**src/logic/wsb_pkg.sv**
```systemverilog
package wsb_pkg;
    // frame bytes
    localparam logic [7:0] SYNC_BYTE = 8'h55;
    localparam logic [7:0] ID_WIEG = 8'h01;
    localparam logic [7:0] ID_TAMP = 8'h02;
    localparam logic [7:0] ID_AUX0 = 8'h03;
    localparam logic [7:0] ID_AUX1 = 8'h04;
    localparam logic [7:0] TERM_BYTE = 8'h0D;
    localparam logic [7:0] RSVD_BYTE = 8'h00;
    localparam logic [7:0] LEVEL_LO = 8'h00;
    localparam logic [7:0] LEVEL_HI = 8'hFF;
    // frame sizes and bit count limits
    localparam int FRAME_BYTES = 20;
    localparam int FRAME_W = 160;
    localparam logic [4:0] LAST_IDX_WIEG = 5'h13;
    localparam logic [4:0] LAST_IDX_SHORT = 5'h05;
    localparam logic [4:0] LEN_WIEG = 5'h14;
    localparam logic [4:0] LEN_SHORT = 5'h06;
    localparam logic [7:0] BITS_MIN = 8'h06;
    localparam logic [7:0] BITS_MAX = 8'h60;
    localparam int PAYLOAD_W = 96;
    // register map
    localparam logic [3:0] ADDR_STATUS = 4'h0;
    localparam logic [3:0] ADDR_MASK = 4'h4;
    localparam logic [3:0] ADDR_STATE = 4'h8;
    // event bits of status and mask
    localparam int EV_ACCEPT = 0;
    localparam int EV_DISCARD = 1;
    localparam int EV_TXSTART = 2;
    localparam int EV_W = 3;

    // one captured or generated wiegand sequence
    typedef struct packed {
        logic [6:0] nbits;
        logic [95:0] bits;
    } wsb_wframe_s;

    // one serial byte
    typedef struct packed {
        logic valid;
        logic [7:0] data;
    } wsb_byte_s;
endpackage

```
**src/logic/wsb_frame_tx.sv**
```systemverilog
`timescale 1ns/1ps
// sends a loaded frame byte by byte, top byte first
module wsb_frame_tx #(
    parameter int BYTES = 20
) (
    // clock and reset
    input wire logic mclk_i,
    input wire logic reset_i,
    // frame load
    input wire logic load_i,
    input wire logic [8*BYTES-1:0] frame_i,
    input wire logic [4:0] len_i,
    output logic busy_o,
    // serial byte out
    output logic tx_valid_o,
    output logic [7:0] tx_data_o,
    input wire logic tx_ready_i
);
    import wsb_pkg::*;
    typedef struct packed {
        logic [8*BYTES-1:0] frame;
        logic [4:0] remain;
        logic valid;
    } wsb_tx_state_s;

    wsb_tx_state_s st_reg, st_next;

    if (BYTES < 6 || BYTES > 31) begin : g_chk
        $error("frame size out of range");
    end

    // shift one byte out per accepted transfer
    always_comb begin
        st_next = st_reg;
        if (load_i && !st_reg.valid) begin
            st_next.frame = frame_i;
            st_next.remain = len_i;
            st_next.valid = 1'b1;
        end else if (st_reg.valid && tx_ready_i) begin
            st_next.frame = {st_reg.frame[8*BYTES-9:0], 8'h00};
            st_next.remain = st_reg.remain - 5'h01;
            st_next.valid = (st_reg.remain != 5'h01);
        end
    end

    always_ff @(posedge mclk_i or posedge reset_i) begin
        if (reset_i) begin
            st_reg <= '0;
        end else begin
            st_reg <= st_next;
        end
    end

    assign busy_o = st_reg.valid;
    assign tx_valid_o = st_reg.valid;
    assign tx_data_o = st_reg.frame[8*BYTES-1 -: 8];
endmodule // wsb_frame_tx

```
**src/logic/wsb_bridge.sv**
```systemverilog
// Added by the designer: the register addresses and the plain strobed port.
`timescale 1ns/1ps
//Contract
// input mode: each complete captured wiegand sequence is sent as a frame command
// output mode: a received frame command produces the matching wiegand sequence
// frame command is 20 bytes: two sync, id 01h, bit count, then rest
// bit count includes parity and must lie between 6 and 96
// payload carries all wiegand bits, parity included, unchanged
// pulse-width and bit-period bytes are accepted but do not alter timing
// byte 1 is reserved, byte 0 is carriage return 0Dh
// the wiegand source leaves an idle gap between frames
// input mode: each tamper input change sends a tamper command, id 02h
// output mode: tamper command sets tamper output to the encoded level
// short commands are six bytes; value 00h is low, FFh is high
// input mode: commands 03h and 04h set aux line zero or one
// output mode: each aux line zero change is reported
// output mode: each aux line one change is reported
// aux line zero value 00h means low, FFh means high
// frames go out most significant byte first, sync first
// input mode: both aux lines are outputs under host control
// first received bit sits in payload msb; unused bits are zero
// bad sync, id, bit count or terminator drops the frame silently
module wsb_bridge
    import wsb_pkg::*;
#(
    parameter logic [7:0] PULSE_CODE = 8'h00,
    parameter logic [7:0] PERIOD_CODE = 8'h00
) (
    // clock and reset
    input wire logic mclk_i,
    input wire logic reset_i,
    // mode strap pin, high selects input mode
    input wire logic mode_i,
    // serial byte stream from and to the host uart
    input wire wsb_pkg::wsb_byte_s rx_i,
    output logic tx_valid_o,
    output logic [7:0] tx_data_o,
    input wire logic tx_ready_i,
    // wiegand capture strobes
    input wire logic wg_bit_valid_i,
    input wire logic wg_bit_i,
    input wire logic wg_done_i,
    // wiegand sequence to generate
    output logic wg_out_valid_o,
    output wsb_pkg::wsb_wframe_s wg_out_o,
    // tamper pins
    input wire logic tamper_in_i,
    output logic tamper_out_o,
    // aux two-way pins
    input wire logic [1:0] aux_in_i,
    output logic [1:0] aux_out_o,
    output logic [1:0] aux_oe_o,
    // register port
    input wire logic [3:0] addr_i,
    input wire logic [7:0] wdata_i,
    input wire logic wr_i,
    input wire logic rd_i,
    output logic [7:0] rdata_o,
    output logic irq_o
);
    import wsb_pkg::*;

    // all bridge state except the byte serialiser in one record
    typedef struct packed {
        logic tsy1, tsy2, tprev;
        logic [1:0] asy1, asy2, aprev;
        logic msy1, msy2;
        logic [4:0] rx_idx;
        logic [7:0] rx_id;
        logic [FRAME_W-1:0] rx_buf;
        logic [PAYLOAD_W-1:0] cap_bits;
        logic [6:0] cap_cnt;
        logic cap_full;
        logic pend_t;
        logic [1:0] pend_a;
        logic tamp_out;
        logic [1:0] aux_out;
        logic [1:0] aux_oe;
        wsb_wframe_s wo;
        logic wo_valid;
        logic tx_load;
        logic [FRAME_W-1:0] tx_frame;
        logic [4:0] tx_len;
        logic [EV_W-1:0] sts, msk;
        logic irq;
        logic [7:0] rdata;
    } wsb_state_s;

    // registered state and its next value
    wsb_state_s s_reg, s_next;

    logic in_mode, t_chg, tx_busy, can_load;
    logic [1:0] a_chg;
    logic [FRAME_W-1:0] nbuf;
    logic [7:0] cnt_byte, val_byte;
    logic rx_fin, id_ok, cnt_ok, val_ok, rx_good, rx_disc;
    logic acc_w, acc_t, acc_a0, acc_a1;
    logic [EV_W-1:0] ev;

    // change detection on synchronised pins
    assign in_mode = s_reg.msy2;
    assign t_chg = s_reg.tsy2 ^ s_reg.tprev;
    assign a_chg = s_reg.asy2 ^ s_reg.aprev;

    // receive frame checks
    assign nbuf = {s_reg.rx_buf[FRAME_W-9:0], rx_i.data};
    assign cnt_byte = nbuf[135:128];
    assign val_byte = nbuf[23:16];
    assign id_ok = (rx_i.data >= ID_WIEG) && (rx_i.data <= ID_AUX1);
    assign cnt_ok = (cnt_byte >= BITS_MIN) && (cnt_byte <= BITS_MAX);
    assign val_ok = (val_byte == LEVEL_LO) || (val_byte == LEVEL_HI);
    assign rx_fin = rx_i.valid && (s_reg.rx_idx ==
        ((s_reg.rx_id == ID_WIEG) ? LAST_IDX_WIEG : LAST_IDX_SHORT));
    assign rx_good = rx_fin && (nbuf[7:0] == TERM_BYTE)
        && ((s_reg.rx_id == ID_WIEG) ? cnt_ok : val_ok);
    assign rx_disc = (rx_i.valid && s_reg.rx_idx == 5'h02 && !id_ok)
        || (rx_fin && !rx_good);

    // commands that act in the present mode
    assign acc_w = rx_good && s_reg.rx_id == ID_WIEG && !in_mode;
    assign acc_t = rx_good && s_reg.rx_id == ID_TAMP && !in_mode;
    assign acc_a0 = rx_good && s_reg.rx_id == ID_AUX0 && in_mode;
    assign acc_a1 = rx_good && s_reg.rx_id == ID_AUX1 && in_mode;

    // a new frame loads only when the serialiser is idle
    assign can_load = !tx_busy && !s_reg.tx_load;
    // event bits for the status register
    assign ev[EV_ACCEPT] = rx_good;
    assign ev[EV_DISCARD] = rx_disc;
    assign ev[EV_TXSTART] = can_load && (s_reg.cap_full || s_reg.pend_t || (|s_reg.pend_a));

    // next state of the whole bridge
    always_comb begin
        s_next = s_reg;
        s_next.tsy1 = tamper_in_i;
        s_next.tsy2 = s_reg.tsy1;
        s_next.tprev = s_reg.tsy2;
        s_next.asy1 = aux_in_i;
        s_next.asy2 = s_reg.asy1;
        s_next.aprev = s_reg.asy2;
        s_next.msy1 = mode_i;
        s_next.msy2 = s_reg.msy1;
        s_next.aux_oe = {2{in_mode}};
        s_next.wo_valid = 1'b0;
        s_next.tx_load = 1'b0;
        s_next.rdata = 8'h00;

        // serial frame parser, sync bytes first
        if (rx_i.valid) begin
            s_next.rx_buf = nbuf;
            case (s_reg.rx_idx)
                5'h00: s_next.rx_idx = (rx_i.data == SYNC_BYTE) ? 5'h01 : 5'h00;
                5'h01: s_next.rx_idx = (rx_i.data == SYNC_BYTE) ? 5'h02 : 5'h00;
                5'h02: begin
                    s_next.rx_id = rx_i.data;
                    s_next.rx_idx = id_ok ? 5'h03 : 5'h00;
                end
                default: s_next.rx_idx = rx_fin ? 5'h00 : s_reg.rx_idx + 5'h01;
            endcase
        end

        // act on a good command; timing bytes are not used
        if (acc_w) begin
            s_next.wo_valid = 1'b1;
            s_next.wo.nbits = cnt_byte[6:0];
            s_next.wo.bits = nbuf[127:32];
        end
        if (acc_t) begin
            s_next.tamp_out = (val_byte == LEVEL_HI);
        end
        if (acc_a0) begin
            s_next.aux_out[0] = (val_byte == LEVEL_HI);
        end
        if (acc_a1) begin
            s_next.aux_out[1] = (val_byte == LEVEL_HI);
        end

        // wiegand capture, held while a frame waits to go out
        if (!s_reg.cap_full) begin
            if (wg_done_i) begin
                if (in_mode && {1'b0, s_reg.cap_cnt} >= BITS_MIN
                    && {1'b0, s_reg.cap_cnt} <= BITS_MAX) begin
                    s_next.cap_full = 1'b1;
                end else begin
                    s_next.cap_cnt = 7'h00;
                    s_next.cap_bits = '0;
                end
            end else if (wg_bit_valid_i && {1'b0, s_reg.cap_cnt} < BITS_MAX) begin
                s_next.cap_bits[7'h5F - s_reg.cap_cnt] = wg_bit_i;
                s_next.cap_cnt = s_reg.cap_cnt + 7'h01;
            end
        end

        // transmit arbiter, one frame at a time
        if (can_load) begin
            if (s_reg.cap_full) begin
                s_next.tx_load = 1'b1;
                s_next.tx_len = LEN_WIEG;
                s_next.tx_frame = {SYNC_BYTE, SYNC_BYTE, ID_WIEG,
                    1'b0, s_reg.cap_cnt, s_reg.cap_bits,
                    PULSE_CODE, PERIOD_CODE, RSVD_BYTE, TERM_BYTE};
                s_next.cap_full = 1'b0;
                s_next.cap_cnt = 7'h00;
                s_next.cap_bits = '0;
            end else if (s_reg.pend_t || (|s_reg.pend_a)) begin
                s_next.tx_load = 1'b1;
                s_next.tx_len = LEN_SHORT;
                s_next.tx_frame[FRAME_W-49:0] = '0;
                if (s_reg.pend_t) begin
                    s_next.pend_t = 1'b0;
                    s_next.tx_frame[FRAME_W-1 -: 48] = {SYNC_BYTE, SYNC_BYTE,
                        ID_TAMP, s_reg.tsy2 ? LEVEL_HI : LEVEL_LO,
                        RSVD_BYTE, TERM_BYTE};
                end else if (s_reg.pend_a[0]) begin
                    s_next.pend_a[0] = 1'b0;
                    s_next.tx_frame[FRAME_W-1 -: 48] = {SYNC_BYTE, SYNC_BYTE,
                        ID_AUX0, s_reg.asy2[0] ? LEVEL_HI : LEVEL_LO,
                        RSVD_BYTE, TERM_BYTE};
                end else begin
                    s_next.pend_a[1] = 1'b0;
                    s_next.tx_frame[FRAME_W-1 -: 48] = {SYNC_BYTE, SYNC_BYTE,
                        ID_AUX1, s_reg.asy2[1] ? LEVEL_HI : LEVEL_LO,
                        RSVD_BYTE, TERM_BYTE};
                end
            end
        end

        // pin changes raise reports; set after clear so none is lost
        if (in_mode && t_chg) begin
            s_next.pend_t = 1'b1;
        end
        if (!in_mode) begin
            s_next.pend_a = s_next.pend_a | a_chg;
        end else begin
            s_next.pend_a = 2'b00;
        end
        if (!in_mode) begin
            s_next.pend_t = 1'b0;
        end

        // register port, write one to clear status
        if (wr_i && addr_i == ADDR_STATUS) begin
            s_next.sts = s_reg.sts & ~wdata_i[EV_W-1:0];
        end
        if (wr_i && addr_i == ADDR_MASK) begin
            s_next.msk = wdata_i[EV_W-1:0];
        end
        s_next.sts = s_next.sts | ev;
        if (rd_i) begin
            case (addr_i)
                ADDR_STATUS: s_next.rdata = {5'h00, s_reg.sts};
                ADDR_MASK: s_next.rdata = {5'h00, s_reg.msk};
                ADDR_STATE: s_next.rdata = {in_mode, s_reg.tamp_out,
                    s_reg.aux_out, s_reg.tsy2, s_reg.asy2, s_reg.cap_full};
                default: s_next.rdata = 8'h00;
            endcase
        end
        s_next.irq = |(s_next.sts & s_next.msk);
    end

    always_ff @(posedge mclk_i or posedge reset_i) begin
        if (reset_i) begin
            s_reg <= '0;
        end else begin
            s_reg <= s_next;
        end
    end

    // byte serialiser
    wsb_frame_tx #(
        .BYTES(FRAME_BYTES)
    ) u_tx (
        .mclk_i(mclk_i),
        .reset_i(reset_i),
        .load_i(s_reg.tx_load),
        .frame_i(s_reg.tx_frame),
        .len_i(s_reg.tx_len),
        .busy_o(tx_busy),
        .tx_valid_o(tx_valid_o),
        .tx_data_o(tx_data_o),
        .tx_ready_i(tx_ready_i)
    );

    // outputs from state flops
    assign wg_out_valid_o = s_reg.wo_valid;
    assign wg_out_o = s_reg.wo;
    assign tamper_out_o = s_reg.tamp_out;
    assign aux_out_o = s_reg.aux_out;
    assign aux_oe_o = s_reg.aux_oe;
    assign rdata_o = s_reg.rdata;
    assign irq_o = s_reg.irq;
endmodule // wsb_bridge

```
**config.mk**
```make
export PLATFORM = sky130hd
export DESIGN_NAME = wsb_bridge
export DESIGN_NICKNAME = d
export VERILOG_FILES = /design/src/logic/wsb_pkg.sv /design/src/logic/wsb_frame_tx.sv /design/src/logic/wsb_bridge.sv
export SDC_FILE = /design/constraint.sdc
export NUM_CORES = 1
export LEC_CHECK = 0
export CAP_MARGIN = 20
export CORE_ASPECT_RATIO = 1.75
export CORE_MARGIN = 2
export CORE_UTILIZATION = 63
export DETAILED_ROUTE_END_ITERATION = 7
export DONT_BUFFER_PORTS = 1
export PLACE_DENSITY_LB_ADDON = 0.2
export SKIP_CTS_REPAIR_TIMING = 1
export SLEW_MARGIN = 5
export SYNTH_ARGS = -nofsm -noshare
export SYNTH_HDL_FRONTEND = slang
export SYNTH_SLANG_ARGS = --single-unit
```
**constraint.sdc**
```tcl
create_clock -name mclk_i -period 24.8 [get_ports mclk_i]
set_input_delay 4.96 -clock mclk_i [delete_from_list [all_inputs] [get_ports mclk_i]]
set_output_delay 4.96 -clock mclk_i [all_outputs]
set_load 0.03 [all_outputs]
```
==> metrics.md <==
| Metric | Value |
|---|---|
| Status | finished clean |
| Reg-to-reg slack, setup | ~21 ns |
| Startpoint of the worst-slack reg-to-reg timing path | s_reg[558]$_DFFE_PP0P_ |
| Largest area contributor in the netlist | sky130_fd_sc_hd__dfrtp_1 |
| Final weighted congestion of routability-driven global placement | around 0.85 |
| Number of buffers on the longest clock path | 3 |
| Setup skew after layout | 0.0140 ns |
| Number of levels in the clock H-tree | 2 |
| Standard cell core area | about 41,000 µm² |
| Leakage | around 13 nW |
| Mapped Avg Cell Area | about 12 µm² |
| Dominant register cell in the synthesized netlist | sky130_fd_sc_hd__dfrtp_1 |
| Upper clock frequency limit | 131 MHz |
| Reg2Reg Capture Point | wg_out_o[80]$_DFFE_PP0P_ |
| Final critical-path required period | 7.61 ns |
| First-iteration detailed-routing DRC count | ~1,200 |
| Dominant cells by area after synthesis | sky130_fd_sc_hd__dfrtp_1 (61%), sky130_fd_sc_hd__mux2_2 (7.6%), sky130_fd_sc_hd__o21ai_0 (3.9%) |
| Number of antenna diodes | 0 |
| Overflow left after global routing | 0 |
| Slew at the pin closest to its max-slew limit | about 1.1 ns |
| Via-to-Cell Ratio | between 6 and 7 |
| Iteration count of the initial detailed-routing pass | 5 |
| Floorplan die height | around 270 µm |
| Die Width | between 150 and 200 µm |
| Synth cell types | between 50 and 60 |
| DIE AREA | about 43,000 µm² |
| Number of flip-flops in the largest register | 240 |
| CP required | about 25 ns |
| Routed length per placed instance | between 20 and 25 µm |
| Ys Warns | 0 |
| Count of input and output buffers | 0 |
| Fraction of registers with async set/reset | 1.00 |
| Maximum capacitance violations | 0 |
| Number of antenna violations at the first check in global routing | 0 |
| Setup repair after global routing missed its margin | false |
| Commonest cells in the synthesized netlist | sky130_fd_sc_hd__dfrtp_1 (631), sky130_fd_sc_hd__nand2_1 (269), sky130_fd_sc_hd__o21ai_0 (202) |
| Num CTS Buffers | between 50 and 60 |
| Number of standard cells in the final layout excluding fillers | ~2,600 |
| Hold path startpoint | s_next[574]$_DFF_PP0_ |
| Final Cell Area | 27,100 µm² |
| Clock slew seen by the registers of the worst setup and hold paths | about 0.07 ns |
| Sequential area share after synthesis | 0.610 |
| Post-synthesis instance area | about 26,000 µm² |
| Worst reg-to-reg path cell count | 8 |
| Vias post-DR | roughly 16,000 |
| Hold WC Path Type | reg -> reg |
| Total of flip-flops plus latches after synthesis | between 600 and 700 |
| Global-route wire length before repair | between 90,000 and 100,000 µm |
| Total length of routed wires | 56,400 µm |
| Fraction of the cycle the final worst path needs | 0.307 |
| Synthesized instance count | between 2,000 and 2,500 |
| Total count of max-transition violations in the final report | 0 |
| Initial Util | 0.636 |
| Worst path arrival time | between 8 and 9 ns |
| Vias in the first global route | roughly 17,000 |
| Total power divided by cell area | between 90 and 100 nW/µm² |
| CTS tree | yes |
| Sum Neg Setup Slack | 0 ns |
| Category of the critical setup timing path | in -> async |
| Post-Synthesis Net Count | 2,211 |
| Total number of nets in the final design | around 2,000 |
| Final hold viol count | 0 |
| Number of sinks driven by the clock tree | approximately 630 |
| Signed area change from the synthesized netlist to the final layout | 4.83% |
| Count of fill cells added during filler insertion | approximately 3,000 |
| Setup crit end kind | async pin |
| Number of flops mapped to enable cells by yosys | 0 |
| HPWL after DPL | between 30,000 and 40,000 µm |
| Remaining antenna violation count after routing | 0 |
| Clock root buffer master | sky130_fd_sc_hd__clkbuf_16 |
| Most frequent cell after synthesis | sky130_fd_sc_hd__dfrtp_1 |
| Tightest slew margin relative to the limit | 0.231 |
| Maximum VDD drop | 76.5 µV |
| Kind of launch point of the worst setup path | primary input |
| Total cell area at the placement stage | between 20,000 and 30,000 µm² |
| DRC errors left | 0 |
| Total instance count after detailed placement | 2,485 |
| Worst-path maximum fanout | 144 |
| Number of top-level design ports | 160 |
| Largest net degree at the start of global routing | 180 |
| Synth top area share | 0.610 |
| Share of final-layout standard cells stronger than drive strength 1 | 0.146 |
| Worst Hold Path Cells | 0 |
| # setup viols final | 0 |
| Cell Rows | 98 |
| Hold Path End | s_next[572]$_DFF_PP0_ |
| Gr usage total | 0.268 |
| Source-to-sink clock delay at the later pin of the worst-skew pair | slightly below 0.6 ns |
-- layer usage --
layer	routed length [µm]	global-route usage	part of all wire
met1	21100	0.324	0.37
met2	29300	0.464	0.52
met3	3450	0.0498	0.061
met4	2550	0.123	0.045
met5	0	0	0
-- how the worst max path moves through the flow --
| stage | from | end | cells after the start |
|---|---|---|---|
| finish | reset_i | s_next[578]$_DFF_PP0_ | 5 |
| global route | reset_i | s_reg[578]$_DFF_PP0_ | 5 |
| CTS | reset_i | rdata_o[3]$_DFF_PP0_ | 4 |
| detailed placement | reset_i | s_next[578]$_DFF_PP0_ | 4 |
| global placement | reset_i | rdata_o[3]$_DFF_PP0_ | 4 |
| floorplan | reset_i | aux_oe_o[0]$_DFF_PP0_ | 1 |
-- layout by cell type, fill, tap and decap left out, types with 6 or more instances in the layout --
cell / Yosys / final
sky130_fd_sc_hd__clkbuf_8: 0 / 7
sky130_fd_sc_hd__mux2_2: 175 / 175
sky130_fd_sc_hd__clkbuf_1: 117 / 14
sky130_fd_sc_hd__nor4_1: 7 / 7
sky130_fd_sc_hd__nand2b_1: 7 / 7
sky130_fd_sc_hd__buf_4: 124 / 20
sky130_fd_sc_hd__ha_1: 8 / 8
sky130_fd_sc_hd__nand2_1: 269 / 269
sky130_fd_sc_hd__nor3_1: 15 / 15
sky130_fd_sc_hd__and3_1: 6 / 6
sky130_fd_sc_hd__nand3_1: 12 / 12
sky130_fd_sc_hd__clkbuf_16: 0 / 55
sky130_fd_sc_hd__a221o_1: 15 / 15
sky130_fd_sc_hd__inv_1: 9 / 8
sky130_fd_sc_hd__clkinv_2: 0 / 16
sky130_fd_sc_hd__nor2b_1: 12 / 11
sky130_fd_sc_hd__bufinv_16: 0 / 6
sky130_fd_sc_hd__nor2_1: 54 / 53
sky130_fd_sc_hd__a22oi_1: 99 / 99
sky130_fd_sc_hd__a31oi_1: 14 / 14
sky130_fd_sc_hd__a22o_1: 114 / 114
sky130_fd_sc_hd__a21oi_1: 115 / 115
sky130_fd_sc_hd__and2_1: 12 / 10
sky130_fd_sc_hd__o21ai_0: 202 / 202
sky130_fd_sc_hd__mux2_1: 70 / 70
sky130_fd_sc_hd__dfrtp_1: 631 / 631
sky130_fd_sc_hd__nand4_1: 6 / 6
sky130_fd_sc_hd__or3_1: 8 / 8
-- area by class of cell --
type                            count  area (µm²)  share of cell area
Clock buffer                       76        1530              0.0562
Inverter                            9        41.3             0.00152
Sequential cell                   631       15800               0.582
Multi-Input combinational cell   1271        8610               0.317
Tap cell                          550         688              0.0254
Timing Repair Buffer               25         205             0.00756
Clock inverter                     24         278              0.0102
-- where the power goes --
group	internal [mW]	switching, mW
Sequential	1.19	0.145
Clock	0.492	0.371
Combinational	0.151	0.202
-- critical path, stage by stage --
cell	delay [ns]
sky130_fd_sc_hd__inv_8	0.60
sky130_fd_sc_hd__buf_4	0.86
sky130_fd_sc_hd__buf_4	0.57
sky130_fd_sc_hd__buf_12	0.31
sky130_fd_sc_hd__buf_4	0.72
-- logic make-up after synthesis --
kind of cell / synth area share
AOI/OAI and AO/OA: 0.145
xor gates and xnor gates: 0.00271
adders and majority gates: 0.00387
buffers and inverters: 0.0591
DFF: 0.610
muxes: 0.108
and+or+nand+nor: 0.0720
-- per-stage QoR --
stage	worst slack [ns]	hold WS, ns	utilization	power, mW
2_1_floorplan	2.17	0.331	-	1.59
3_3_place_gp	16.36	0.335	0.621	1.68
3_5_place_dp	16.25	0.336	0.622	1.70
4_1_cts	16.87	0.351	0.666	2.57
5_1_grt	16.52	0.358	0.667	2.66
6_report	17.19	0.348	0.667	2.55
Note: power is estimated with default switching activity, not from simulation.
